### src/shared/sfe_defs.svh
// Constants for the serial flash erase, power-down and identifier block.
// Assumes a 20 MHz core clock on both ends of the link.
`ifndef SFE_DEFS_SVH
`define SFE_DEFS_SVH

// Opcodes
`define SFE_OP_WRITE_EN      8'h06
`define SFE_OP_BLOCK_ERASE_A 8'hd8
`define SFE_OP_BLOCK_ERASE_B 8'h52
`define SFE_OP_CHIP_ERASE_A  8'hc7
`define SFE_OP_CHIP_ERASE_B  8'h60
`define SFE_OP_DEEP_SLEEP    8'hb9
`define SFE_OP_RELEASE_ID    8'hab
`define SFE_OP_MFR_DEV_ID    8'h90

// Identifier bytes, values are arbitrary
`define SFE_MFR_ID 8'h5a
`define SFE_DEV_ID 8'h3c

// Frame bit counts
`define SFE_BITS_OPCODE 6'h08
`define SFE_BITS_ADDR   6'h20
`define SFE_BITS_MAX    6'h3f

// Timing in the unit printed, and cycle conversions
`define SFE_CORE_MHZ                 20
`define SFE_DEEP_SLEEP_ENTRY_NS      3000
`define SFE_RELEASE_DELAY_FIRST_NS   3000
`define SFE_RELEASE_DELAY_SECOND_NS  3000
`define SFE_BLOCK_ERASE_DURATION_MS  800
`define SFE_CHIP_ERASE_DURATION_MS   3000
`define SFE_NS_TO_CYC(ns) ((((ns) * `SFE_CORE_MHZ) + 999) / 1000)
`define SFE_MS_TO_CYC(ms) ((ms) * `SFE_CORE_MHZ * 1000)
`define SFE_SCK_HALF_CYC 4

// Host register offsets and fields
`define SFE_REG_CMD        4'h0
`define SFE_REG_ADDR       4'h4
`define SFE_REG_STATUS     4'h8
`define SFE_REG_RDATA      4'hc
`define SFE_CMD_OP_LSB     0
`define SFE_CMD_HDR_LSB    8
`define SFE_CMD_RD_LSB     10

`endif

### src/shared/sfe_pkg.sv
// Types shared by both ends of the serial flash link.
// Assumes sfe_defs.svh holds all numeric constants.
package sfe_pkg;

    typedef enum logic [4:0] {
        PWR_STANDBY     = 5'h01,
        PWR_ERASE       = 5'h02,
        PWR_ENTER_SLEEP = 5'h04,
        PWR_SLEEP       = 5'h08,
        PWR_WAKE        = 5'h10
    } sfe_pwr_type;

    typedef enum logic [3:0] {
        HST_IDLE  = 4'h1,
        HST_SHIFT = 4'h2,
        HST_TAIL  = 4'h4,
        HST_GAP   = 4'h8
    } sfe_hst_type;

endpackage : sfe_pkg

### src/shared/sfe_if.sv
// Serial flash link between the host controller and the flash device.
// Assumes the bench resolves the data output from its enable.
`timescale 1ns/100ps
interface sfe_if;
    logic chip_sel_n;
    logic sclk;
    logic serial_in;
    logic serial_out;
    logic serial_out_oe;

    modport flash (
        input  chip_sel_n,
        input  sclk,
        input  serial_in,
        output serial_out,
        output serial_out_oe
    );

    modport host (
        output chip_sel_n,
        output sclk,
        output serial_in,
        input  serial_out,
        input  serial_out_oe
    );
endinterface : sfe_if

### src/hw/sfe_flash.sv
// Flash device end: erase, deep sleep, release and identifier reads.
// Assumes link pins are asynchronous and sampled by core_clk_i;
// the array itself lives outside and obeys the erase pulse.
`timescale 1ns/100ps
`include "sfe_defs.svh"
module sfe_flash
    import sfe_pkg::*;
#(
    parameter int unsigned BLOCK_ERASE_CYC = `SFE_MS_TO_CYC(`SFE_BLOCK_ERASE_DURATION_MS),
    parameter int unsigned CHIP_ERASE_CYC  = `SFE_MS_TO_CYC(`SFE_CHIP_ERASE_DURATION_MS),
    // Arbitrary identifier values
    parameter logic [7:0]  MFR_ID          = `SFE_MFR_ID,
    parameter logic [7:0]  DEV_ID          = `SFE_DEV_ID
) (
    // Clock and reset
    input  wire logic       core_clk_i,
    input  wire logic       rst_i,
    // Link
    sfe_if.flash            link,
    // Protection straps
    input  wire logic       protect_bit_high_i,
    input  wire logic       protect_bit_low_i,
    // Status
    output logic            write_in_progress_o,
    output logic            write_enable_latch_o,
    output logic            deep_sleep_o,
    // Erase orders to the array
    output logic            erase_req_o,
    output logic            erase_all_o,
    output logic [1:0]      erase_block_o
);

    localparam int unsigned DP_CYC   = `SFE_NS_TO_CYC(`SFE_DEEP_SLEEP_ENTRY_NS);
    localparam int unsigned RES1_CYC = `SFE_NS_TO_CYC(`SFE_RELEASE_DELAY_FIRST_NS);
    localparam int unsigned RES2_CYC = `SFE_NS_TO_CYC(`SFE_RELEASE_DELAY_SECOND_NS);

    logic        cs_s1_ff;
    logic        cs_s2_ff;
    logic        cs_d_ff;
    logic        sclk_s1_ff;
    logic        sclk_s2_ff;
    logic        sclk_d_ff;
    logic        din_s1_ff;
    logic        din_s2_ff;
    logic        armed_ff;
    logic        frame_ok_ff;
    logic [5:0]  bit_cnt_ff;
    logic [30:0] shift_ff;
    logic [7:0]  opcode_ff;
    logic [23:0] addr_ff;
    logic [3:0]  out_idx_ff;
    logic        dout_ff;
    logic        oe_ff;
    logic        wel_ff;
    logic        erase_req_ff;
    logic        erase_all_ff;
    logic [1:0]  erase_block_ff;
    sfe_pwr_type state_ff;
    logic [31:0] timer_ff;

    logic        sclk_rise;
    logic        sclk_fall;
    logic        cs_fall;
    logic        cs_rise;
    logic        exec_op;
    logic        exec_addr;
    logic        standby;
    logic        write_enable_cmd_go;
    logic        ce_go;
    logic        be_go;
    logic        dp_go;
    logic        rel_go;
    logic        reading;
    logic [7:0]  out_byte;
    logic [1:0]  protect;
    logic        blk_locked;

    // Two-flop synchronisers for the link pins
    always_ff @(posedge core_clk_i or posedge rst_i) begin
        if (rst_i) begin
            cs_s1_ff   <= 1'b1;
            cs_s2_ff   <= 1'b1;
            cs_d_ff    <= 1'b1;
            sclk_s1_ff <= 1'b0;
            sclk_s2_ff <= 1'b0;
            sclk_d_ff  <= 1'b0;
            din_s1_ff  <= 1'b0;
            din_s2_ff  <= 1'b0;
        end else begin
            cs_s1_ff   <= link.chip_sel_n;
            cs_s2_ff   <= cs_s1_ff;
            cs_d_ff    <= cs_s2_ff;
            sclk_s1_ff <= link.sclk;
            sclk_s2_ff <= sclk_s1_ff;
            sclk_d_ff  <= sclk_s2_ff;
            din_s1_ff  <= link.serial_in;
            din_s2_ff  <= din_s1_ff;
        end
    end

    assign sclk_rise = ~cs_s2_ff & sclk_s2_ff & ~sclk_d_ff;
    assign sclk_fall = ~cs_s2_ff & ~sclk_s2_ff & sclk_d_ff;
    assign cs_fall   = ~cs_s2_ff & cs_d_ff;
    assign cs_rise   = cs_s2_ff & ~cs_d_ff;

    // Select must be seen high after reset before a frame counts
    always_ff @(posedge core_clk_i or posedge rst_i) begin
        if (rst_i) begin
            armed_ff    <= 1'b0;
            frame_ok_ff <= 1'b0;
        end else begin
            armed_ff <= armed_ff | cs_s2_ff;
            if (cs_fall) begin
                frame_ok_ff <= armed_ff;
            end
        end
    end

    // Shift in opcode and address on rising clock edges
    always_ff @(posedge core_clk_i or posedge rst_i) begin
        if (rst_i) begin
            bit_cnt_ff <= 6'h00;
            shift_ff   <= 31'h0;
            opcode_ff  <= 8'h00;
            addr_ff    <= 24'h000000;
        end else if (cs_fall) begin
            bit_cnt_ff <= 6'h00;
        end else if (sclk_rise) begin
            shift_ff <= {shift_ff[29:0], din_s2_ff};
            if (bit_cnt_ff != `SFE_BITS_MAX) begin
                bit_cnt_ff <= bit_cnt_ff + 6'h01;
            end
            if (bit_cnt_ff == `SFE_BITS_OPCODE - 6'h01) begin
                opcode_ff <= {shift_ff[6:0], din_s2_ff};
            end
            if (bit_cnt_ff == `SFE_BITS_ADDR - 6'h01) begin
                addr_ff <= {shift_ff[22:0], din_s2_ff};
            end
        end
    end

    assign standby   = (state_ff == PWR_STANDBY);
    assign protect   = {protect_bit_high_i, protect_bit_low_i};
    // frame must end exactly after the 8 opcode bits or the 32 address bits
    assign exec_op   = cs_rise & frame_ok_ff & (bit_cnt_ff == `SFE_BITS_OPCODE);
    assign exec_addr = cs_rise & frame_ok_ff & (bit_cnt_ff == `SFE_BITS_ADDR);

    // upper blocks locked first, all when both set
    always_comb begin
        unique case (protect)
            2'h0: blk_locked = 1'b0;
            2'h1: blk_locked = (addr_ff[17:16] == 2'h3);
            2'h2: blk_locked = addr_ff[17];
            2'h3: blk_locked = 1'b1;
        endcase
    end

    // every order below except release needs idle standby
    assign write_enable_cmd_go = exec_op & standby & (opcode_ff == `SFE_OP_WRITE_EN);
    assign ce_go   = exec_op & standby & wel_ff & (protect == 2'h0)
                   & ((opcode_ff == `SFE_OP_CHIP_ERASE_A) | (opcode_ff == `SFE_OP_CHIP_ERASE_B));
    assign be_go   = exec_addr & standby & wel_ff & ~blk_locked
                   & ((opcode_ff == `SFE_OP_BLOCK_ERASE_A) | (opcode_ff == `SFE_OP_BLOCK_ERASE_B));
    // deep sleep accepted only when idle
    assign dp_go   = exec_op & standby & (opcode_ff == `SFE_OP_DEEP_SLEEP);
    // only release wakes a sleeping device
    assign rel_go  = cs_rise & frame_ok_ff & (state_ff == PWR_SLEEP)
                   & (bit_cnt_ff >= `SFE_BITS_OPCODE) & (opcode_ff == `SFE_OP_RELEASE_ID);

    // Power and erase sequencing
    always_ff @(posedge core_clk_i or posedge rst_i) begin
        if (rst_i) begin
            state_ff <= PWR_STANDBY;
            timer_ff <= 32'h0;
        end else begin
            unique case (state_ff)
                PWR_STANDBY: begin
                    // self-timed cycle starts on select rise
                    if (ce_go) begin
                        state_ff <= PWR_ERASE;
                        timer_ff <= 32'(CHIP_ERASE_CYC - 1);
                    end else if (be_go) begin
                        state_ff <= PWR_ERASE;
                        timer_ff <= 32'(BLOCK_ERASE_CYC - 1);
                    end else if (dp_go) begin
                        state_ff <= PWR_ENTER_SLEEP;
                        timer_ff <= 32'(DP_CYC - 1);
                    end
                end
                PWR_ERASE, PWR_ENTER_SLEEP, PWR_WAKE: begin
                    if (timer_ff == 32'h0) begin
                        state_ff <= (state_ff == PWR_ENTER_SLEEP) ? PWR_SLEEP : PWR_STANDBY;
                    end else begin
                        timer_ff <= timer_ff - 32'h1;
                    end
                end
                PWR_SLEEP: begin
                    if (rel_go) begin
                        state_ff <= PWR_WAKE;
                        // opcode alone wakes after first delay
                        timer_ff <= (bit_cnt_ff == `SFE_BITS_OPCODE) ? 32'(RES1_CYC - 1)
                                                                     : 32'(RES2_CYC - 1);
                    end
                end
                default: begin
                    state_ff <= PWR_STANDBY;
                    timer_ff <= 32'h0;
                end
            endcase
        end
    end

    // Write-enable latch
    always_ff @(posedge core_clk_i or posedge rst_i) begin
        if (rst_i) begin
            wel_ff <= 1'b0;
        end else if (write_enable_cmd_go) begin
            wel_ff <= 1'b1;
        // latch clears as the cycle starts
        end else if (ce_go | be_go) begin
            wel_ff <= 1'b0;
        end
    end

    // erase order to the array, one pulse per accepted erase
    always_ff @(posedge core_clk_i or posedge rst_i) begin
        if (rst_i) begin
            erase_req_ff   <= 1'b0;
            erase_all_ff   <= 1'b0;
            erase_block_ff <= 2'h0;
        end else begin
            erase_req_ff <= ce_go | be_go;
            if (ce_go | be_go) begin
                erase_all_ff   <= ce_go;
                erase_block_ff <= addr_ff[17:16];
            end
        end
    end

    // identifier output only awake and idle
    assign reading = frame_ok_ff & standby & (bit_cnt_ff >= `SFE_BITS_ADDR)
                   & ((opcode_ff == `SFE_OP_RELEASE_ID) | (opcode_ff == `SFE_OP_MFR_DEV_ID));

    // byte choice for the identifier stream
    always_comb begin
        if (opcode_ff == `SFE_OP_RELEASE_ID) begin
            out_byte = DEV_ID;
        end else if (out_idx_ff[3] ^ addr_ff[0]) begin
            out_byte = DEV_ID;
        end else begin
            out_byte = MFR_ID;
        end
    end

    // shift out most significant bit first on falling edges
    always_ff @(posedge core_clk_i or posedge rst_i) begin
        if (rst_i) begin
            out_idx_ff <= 4'h0;
            dout_ff    <= 1'b0;
            oe_ff      <= 1'b0;
        end else if (cs_s2_ff) begin
            out_idx_ff <= 4'h0;
            oe_ff      <= 1'b0;
        end else if (sclk_fall & reading) begin
            out_idx_ff <= out_idx_ff + 4'h1;
            dout_ff    <= out_byte[3'h7 - out_idx_ff[2:0]];
            oe_ff      <= 1'b1;
        end
    end

    assign link.serial_out      = dout_ff;
    assign link.serial_out_oe   = oe_ff;
    // busy flag follows the erase state
    assign write_in_progress_o  = (state_ff == PWR_ERASE);
    assign write_enable_latch_o = wel_ff;
    assign deep_sleep_o         = (state_ff == PWR_SLEEP);
    assign erase_req_o          = erase_req_ff;
    assign erase_all_o          = erase_all_ff;
    assign erase_block_o        = erase_block_ff;

endmodule : sfe_flash

### src/flat_wrapper.sv
// flat-port wrapper written by rule: the top's interface ports become plain ports
module sfe_flash_flat import sfe_pkg::*;
#(
    parameter int unsigned BLOCK_ERASE_CYC = `SFE_MS_TO_CYC(`SFE_BLOCK_ERASE_DURATION_MS),
    parameter int unsigned CHIP_ERASE_CYC  = `SFE_MS_TO_CYC(`SFE_CHIP_ERASE_DURATION_MS),
                                  
    parameter logic [7:0]  MFR_ID          = `SFE_MFR_ID,
    parameter logic [7:0]  DEV_ID          = `SFE_DEV_ID
)
  (core_clk_i, rst_i, protect_bit_high_i, protect_bit_low_i, write_in_progress_o, write_enable_latch_o, deep_sleep_o, erase_req_o, erase_all_o, erase_block_o, link_chip_sel_n, link_sclk, link_serial_in, link_serial_out, link_serial_out_oe);
  sfe_if link_i ();
  input  wire logic core_clk_i;
  input  wire logic rst_i;
  input  wire logic protect_bit_high_i;
  input  wire logic protect_bit_low_i;
  output logic write_in_progress_o;
  output logic write_enable_latch_o;
  output logic deep_sleep_o;
  output logic erase_req_o;
  output logic erase_all_o;
  output logic [1:0] erase_block_o;
  input wire logic [$bits(link_i.chip_sel_n)-1:0] link_chip_sel_n;
  input wire logic [$bits(link_i.sclk)-1:0] link_sclk;
  input wire logic [$bits(link_i.serial_in)-1:0] link_serial_in;
  output wire logic [$bits(link_i.serial_out)-1:0] link_serial_out;
  output wire logic [$bits(link_i.serial_out_oe)-1:0] link_serial_out_oe;
  assign link_i.chip_sel_n = link_chip_sel_n;
  assign link_i.sclk = link_sclk;
  assign link_i.serial_in = link_serial_in;
  assign link_serial_out = link_i.serial_out;
  assign link_serial_out_oe = link_i.serial_out_oe;
  sfe_flash #(.BLOCK_ERASE_CYC(BLOCK_ERASE_CYC), .CHIP_ERASE_CYC(CHIP_ERASE_CYC), .MFR_ID(MFR_ID), .DEV_ID(DEV_ID)) u_core (.core_clk_i(core_clk_i), .rst_i(rst_i), .link(link_i), .protect_bit_high_i(protect_bit_high_i), .protect_bit_low_i(protect_bit_low_i), .write_in_progress_o(write_in_progress_o), .write_enable_latch_o(write_enable_latch_o), .deep_sleep_o(deep_sleep_o), .erase_req_o(erase_req_o), .erase_all_o(erase_all_o), .erase_block_o(erase_block_o));
endmodule
### config.mk
export PLATFORM = sky130hd
export DESIGN_NAME = sfe_flash_flat
export DESIGN_NICKNAME = d
export VERILOG_FILES = /design/src/shared/sfe_pkg.sv /design/src/shared/sfe_if.sv /design/src/hw/sfe_flash.sv /design/src/flat_wrapper.sv
export VERILOG_INCLUDE_DIRS = /design/src /design/src/shared
export SDC_FILE = /design/constraint.sdc
export NUM_CORES = 1
export LEC_CHECK = 0
export ABC_CLOCK_PERIOD_IN_PS = 2400
export BUFFER_PORTS_ARGS = -buffer_cell sky130_fd_sc_hd__buf_2
export CORE_ASPECT_RATIO = 2
export CORE_MARGIN = 5
export CORE_UTILIZATION = 45
export DETAILED_ROUTE_END_ITERATION = 8
export GPL_ROUTABILITY_DRIVEN = 0
export GPL_TIMING_DRIVEN = 0
export SLEW_MARGIN = 20
export SYNTH_ARGS = -nofsm -noshare
export SYNTH_HDL_FRONTEND = slang
export SYNTH_SLANG_ARGS = --single-unit
### constraint.sdc
create_clock -name core_clk_i -period 2.4 [get_ports core_clk_i]
set_clock_uncertainty 0.05 [all_clocks]
set_input_delay 0.12 -clock core_clk_i [delete_from_list [all_inputs] [get_ports core_clk_i]]
set_output_delay 0.12 -clock core_clk_i [all_outputs]
set_load 0.05 [all_outputs]
== Word level (Yosys, flattened, before mapping) ==
Index checks and enable logic that the tools add are counted.

* $lt $le $gt $ge: 3
* Reduce and logical (&&, ||, !) cells: 14
* Muxes and demuxes: 27
* Eq/ne operators: 26
* Bitwise operators: 38
* Add/subtract/negate cells: 4

{| class="wikitable"
|+ Operators with widths
! kind !! count
|-
| 2-to-1 mux 32 bit || 5
|-
| one-hot mux 32 bit (3 select lines) || 1
|-
| equality test 8 bit, second input constant || 5
|-
| zero test 32 bit || 1
|-
| subtractor 32 x 1 -> 32 bit, second input constant || 1
|-
| bitwise AND 1 bit || 26
|-
| 2-to-1 mux 5 bit || 5
|-
| 2-to-1 mux 6 bit || 3
|-
| equality test 8 x 7 -> 1 bit, second input constant || 2
|-
| one-hot mux 5 bit (3 select lines) || 1
|-
| 2-to-1 mux 4 bit || 3
|-
| AND reduction 3 bit || 4
|-
| equality test 8 x 3 -> 1 bit, second input constant || 1
|-
| 2-to-1 mux 8 bit || 1
|-
| nonzero test 2 bit || 4
|-
| 2-to-1 mux 7 bit || 1
|-
| adder 6 x 1 -> 6 bit, second input constant || 1
|-
| equality test 2 bit, second input constant || 3
|-
| equality test 6 x 3 -> 1 bit, second input constant || 1
|-
| equality test 6 x 4 -> 1 bit, second input constant || 1
|-
| equality test 6 x 5 -> 1 bit, second input constant || 1
|-
| equality test 6 bit, second input constant || 1
|-
| >= comparator 6 x 4 -> 1 bit, second input constant || 1
|-
| >= comparator 6 bit, second input constant || 1
|-
| other kinds (22) || 38
|}

* Output and inout port bits: 9
* Register bits: 107
* Input port bits: 7

== Depth between registers and ports, before layout ==
* Word-level depth: 11
* Gate-level depth with buffers: 10
* Gate-level depth less buffers: 9

== Least setup slack after synthesis ==
OpenSTA, ideal clock, no wires.

* Path type: flip-flop to flip-flop
* Start: register u_core.timer_ff[18]
* End: register u_core.state_ff[4]
* Setup slack: -0.218 ns
* Data required time: 2.224 ns
* Cell stages (with the launch flop): 8
* Clock period less this slack: 2.618 ns
* Arrival time: 2.442 ns
* Library setup time: 0.126 ns
* Cell sequence: dfrtp_1 or4_4 or2_4 or3_4 o41a_4 nand2_2 nand3_2 mux2_4

* Longest elaborated chain between the ends: 3

{| class="wikitable"
|+ Ends and longest elaborated chain
! what !! RTL line !! text
|-
| start: declaration || sfe_flash.sv:59 || <nowiki>logic [31:0] timer_ff;</nowiki>
|-
| start signal: assignment || sfe_flash.sv:181 || <nowiki>timer_ff <= 32'(CHIP_ERASE_CYC - 1);</nowiki>
|-
| start signal: assignment || sfe_flash.sv:184 || <nowiki>timer_ff <= 32'(BLOCK_ERASE_CYC - 1);</nowiki>
|-
| start signal: assignment || sfe_flash.sv:187 || <nowiki>timer_ff <= 32'(DP_CYC - 1);</nowiki>
|-
| zero test 32 bit || sfe_flash.sv:191 || <nowiki>if (timer_ff == 32'h0) begin</nowiki>
|-
| inequality test 2 x 1 -> 1 bit (no line) || -- ||
|-
| AND reduction 3 bit (no line) || -- ||
|-
| end signal: assignment || sfe_flash.sv:192 || <nowiki>state_ff <= (state_ff == PWR_ENTER_SLEEP) ? PWR_SLEEP : PWR_STANDBY;</nowiki>
|-
| end: declaration || sfe_flash.sv:58 || <nowiki>sfe_pwr_type state_ff;</nowiki>
|}

Every way passes these cells.
A chain may end at the register's enable or synchronous reset.

== Worst setup path after layout ==
* Start: register u_core.timer_ff[19]
* End: register u_core.timer_ff[16]

* Longest elaborated chain between the ends: 3

{| class="wikitable"
|+ Ends and longest elaborated chain
! what !! RTL line
|-
| zero test 32 bit || sfe_flash.sv:191
|-
| inequality test 2 bit (no line) || --
|-
| AND reduction 3 bit (no line) || --
|}

Every way passes these cells.

==> results by group <==
Global route
  – Antenna violations before repair: 0
  – GRT overflow: 0
  – GRT Overall Usage: 20.4%
  – First-pass GRT wire length: 19700 µm
  – Vias in the first global route: 3979
  – Largest net degree at the start of global routing: 36

Die
  – Die area: 12600 µm²
  – Initial Util: 46.0%
  – Core ar.: 10100 µm²
  – Die H: 154 µm
  – Ports: 16
  – FP Rows: 52
  – Die W: 82.0 µm

Placement
  – Placed cell count: 618
  – DP HPWL: 8340 µm
  – Area after DPL: 4970 µm²
  – Port Buffer Count: 15

Routing
  – Wirelength per Cell: 17.9 µm
  – Met3 WL: 305 µm
  – Wire length on met1: 4190 µm
  – Routed WL: 12000 µm
  – Via-per-instance ratio: 5.82
  – Drt drc: 0
  – Detailed Route Iter0 Violations: 202
  – WL met2: 6610 µm
  – Remaining antenna violation count: 0
  – Drt first pass iters: 4
  – Uppermost layer routed: met4
  – Routed vias: 3893

STA
  – Part of the cycle the worst path needs: 112%
  – RSZ-0062 raised after global routing: yes
  – Final Setup Violations: 37
  – Min Tclk post-route: 2690 ps
  – Fin. Hold Viols: 0
  – Fin worst setup slack: -295 ps
  – Max-slew violations: 0
  – Relative max-transition margin: 53.7%
  – Maximum clock frequency: 371 MHz
  – Slew at the pin closest to its max-slew limit: 693 ps

Synth
  – Synth area leaders: dfrtp_1 (47%), mux2_2 (7.7%), o21ai_0 (6.1%), nor2_1 (4.6%), a21oi_1 (2.4%)
  – Post-Syn Nets: 477
  – Post-synth top flop: dfrtp_1
  – Post-synth EDFFs: 0
  – Synthesized flop and latch total: 92
  – Post-synth top area share: 47.1%
  – Syn Std Cell Area: 4670 µm²
  – YS warnings: 0
  – Register area share after synthesis: 49.4%
  – Mean post-synth cell area: 10.0 µm²
  – Mapped Cells: 466
  – Fraction of registers with async set/reset: 100%
  – Largest area contributor in the netlist: dfrtp_1
  – Unique cell type count in the Yosys netlist: 64

Critical path
  – R2R cell count: 8
  – Critical-path maximum fanout: 7
  – WP data required: 2610 ps
  – Reg-to-Reg End: u_core.timer_ff[16]
  – Kind of critical path: flip-flop to flip-flop
  – Crit. End Element: flip-flop
  – Worst Setup Start Kind: flip-flop
  – Critical Path AT: 2900 ps
  – Setup slack, reg-to-reg: -290 ps
  – RR Startpoint: u_core.timer_ff[19]

Clock network
  – Num CTS Buffers: 9
  – Bufs on Longest Clock Path: 2
  – Root buffer cell: clkbuf_16
  – Insertion delay to the later sink of the worst-skew pair: 340 ps
  – CTS sink cnt: 92
  – CTS tree: built
  – H-tree Lvls: 3
  – Clk pin slew, worst setup/hold paths: 70 ps

Outcome
  – Failing checks: negative setup slack
  – Outcome: finished with violations

Worst hold path
  – Hold path depth: 4
  – Worst Hold Launch: protect_bit_high_i
  – Worst Hold Class: input pin to flip-flop
  – Hold EP: u_core.erase_all_o

Power
  – Power Total: 3.16 mW
  – Leakage power: 2.52 nW
  – Max VDD drop: 0.000471 V
  – P per Cell Area: 545 nW/µm²

Layout
  – Antenna diode count: 0
  – Share of layout cells above drive strength 1: 29.6%
  – Final Core Density: 57.2%
  – Final #Nets: 540
  – Commonest non-fill, non-tap cell in the layout: dfrtp_1
  – Fin cells: 669
  – Design Area, Final: 5800 µm²
  – Area grow syn2layout: 24.2%
  – Commonest non-fill, non-tap cells in the layout: dfrtp_1 (87), nor2_1 (52), o21ai_1 (33)

Run
  – Max Cap Violations: 0
cells by family after synthesis:
family | after synthesis | synth area share (%)
adder cells (fa/ha/maj) | 4 | 1.07
flip-flops | 92 | 49.4
AO/OA/AOI/OAI | 118 | 15.7
buffers and inverters | 28 | 2.84
XOR/XNOR | 9 | 1.69
AND/OR/NAND/NOR | 180 | 20.8
multiplexers | 35 | 8.47
cell usage after synthesis (2+ instances only):
| cell | count |
|---|---|
| a21o_1 | 4 |
| a21oi_1 | 22 |
| a21oi_2 | 2 |
| a311oi_1 | 2 |
| a31oi_1 | 8 |
| a41oi_1 | 2 |
| and2_1 | 2 |
| and3_1 | 5 |
| and4b_1 | 2 |
| buf_6 | 3 |
| clkbuf_1 | 11 |
| dfrtp_1 | 88 |
| dfstp_2 | 4 |
| ha_1 | 4 |
| inv_1 | 12 |
| mux2_2 | 32 |
| mux2i_1 | 2 |
| nand2_1 | 27 |
| nand2b_1 | 6 |
| nand3_1 | 9 |
| nand3b_1 | 4 |
| nand4_1 | 6 |
| nor2_1 | 57 |
| nor2b_1 | 3 |
| nor3_1 | 19 |
| nor3b_1 | 4 |
| nor4_1 | 4 |
| nor4b_1 | 3 |
| nor4bb_1 | 4 |
| o211ai_1 | 3 |
| o21a_1 | 3 |
| o21ai_0 | 57 |
| o21ai_4 | 2 |
| o22ai_1 | 2 |
| or2_2 | 3 |
| or3_1 | 9 |
| or4_1 | 2 |
| xnor2_1 | 4 |
| xor2_1 | 5 |
per-stage QoR:
step                      worst slack [ps]  hold slack, ps  TNS, ps
after global placement                -680             178   -23140
after global routing                  -348             217   -10800
after floorplan                       -218            74.5    -4130
after detailed placement              -670             179   -24260
final                                 -295             175    -8970
after CTS                             -316             161    -9800
cell type report:
type	count	area, µm²
Clock buffer	13	250
Sequential cell	92	2310
Inverter	12	48.8
Timing Repair Buffer	52	419
Buffer	15	98.8
Tap cell	135	169
Multi-Input combinational cell	347	2460
Clock inverter	3	46.3
Fill cell	913	4350
flip-flops by register name, indices dropped and copies added (netlist names), 2 cells and up:
register	flops
u_core.addr_ff	3
u_core.shift_ff	17
u_core.erase_block_o	2
u_core.bit_cnt_ff	6
u_core.state_ff	5
u_core.opcode_ff	8
u_core.out_idx_ff	4
u_core.timer_ff	32
what timing repair did:
| action | CTS | global route |
|---|---|---|
| resized for setup | 35 | 28 |
| hold endpoints to repair | 30 | 0 |
| hold buffers | 4 | 0 |
| cloned | 4 | 1 |
| pin swaps | 13 | 9 |
| buffers inserted | 20 | 7 |
| setup endpoints to repair | 63 | 59 |
critical path: stages, from the launching register on:
cell     delay (ps)
dfrtp_1         390
or4_4           550
or2_4           260
or3_4           390
o41a_4          430
o21ai_4         190
buf_6           210
o21ai_2          60
o21ai_1          90
worst max-delay path by stage:
| stage | startpoint | endpoint | cells after the start | slack [ps] |
|---|---|---|---|---|
| floorplan | u_core.timer_ff[18] | u_core.state_ff[4] | 7 | -220 |
| global placement | u_core.timer_ff[14] | u_core.state_ff[2] | 6 | -680 |
| detailed placement | u_core.timer_ff[14] | u_core.state_ff[2] | 6 | -670 |
| CTS | u_core.timer_ff[19] | u_core.timer_ff[16] | 8 | -320 |
| global route | u_core.timer_ff[19] | u_core.timer_ff[5] | 8 | -350 |
| finish | u_core.timer_ff[19] | u_core.timer_ff[16] | 8 | -290 |
where the power goes:
group / total, mW / switching [mW] / internal, mW
Combinational: 0.118 / 0.0624 / 0.0555
Sequential: 1.63 / 0.0350 / 1.60
Clock: 1.41 / 0.574 / 0.839
metal layers:
metal  up-vias  global-route usage (%)
met4         0                    13.7
met5         -                       0
met1      1909                    21.0
met3        49                    3.34
li1       1829                       -
met2       106                    36.0
(Power assumes the default switching activity.)
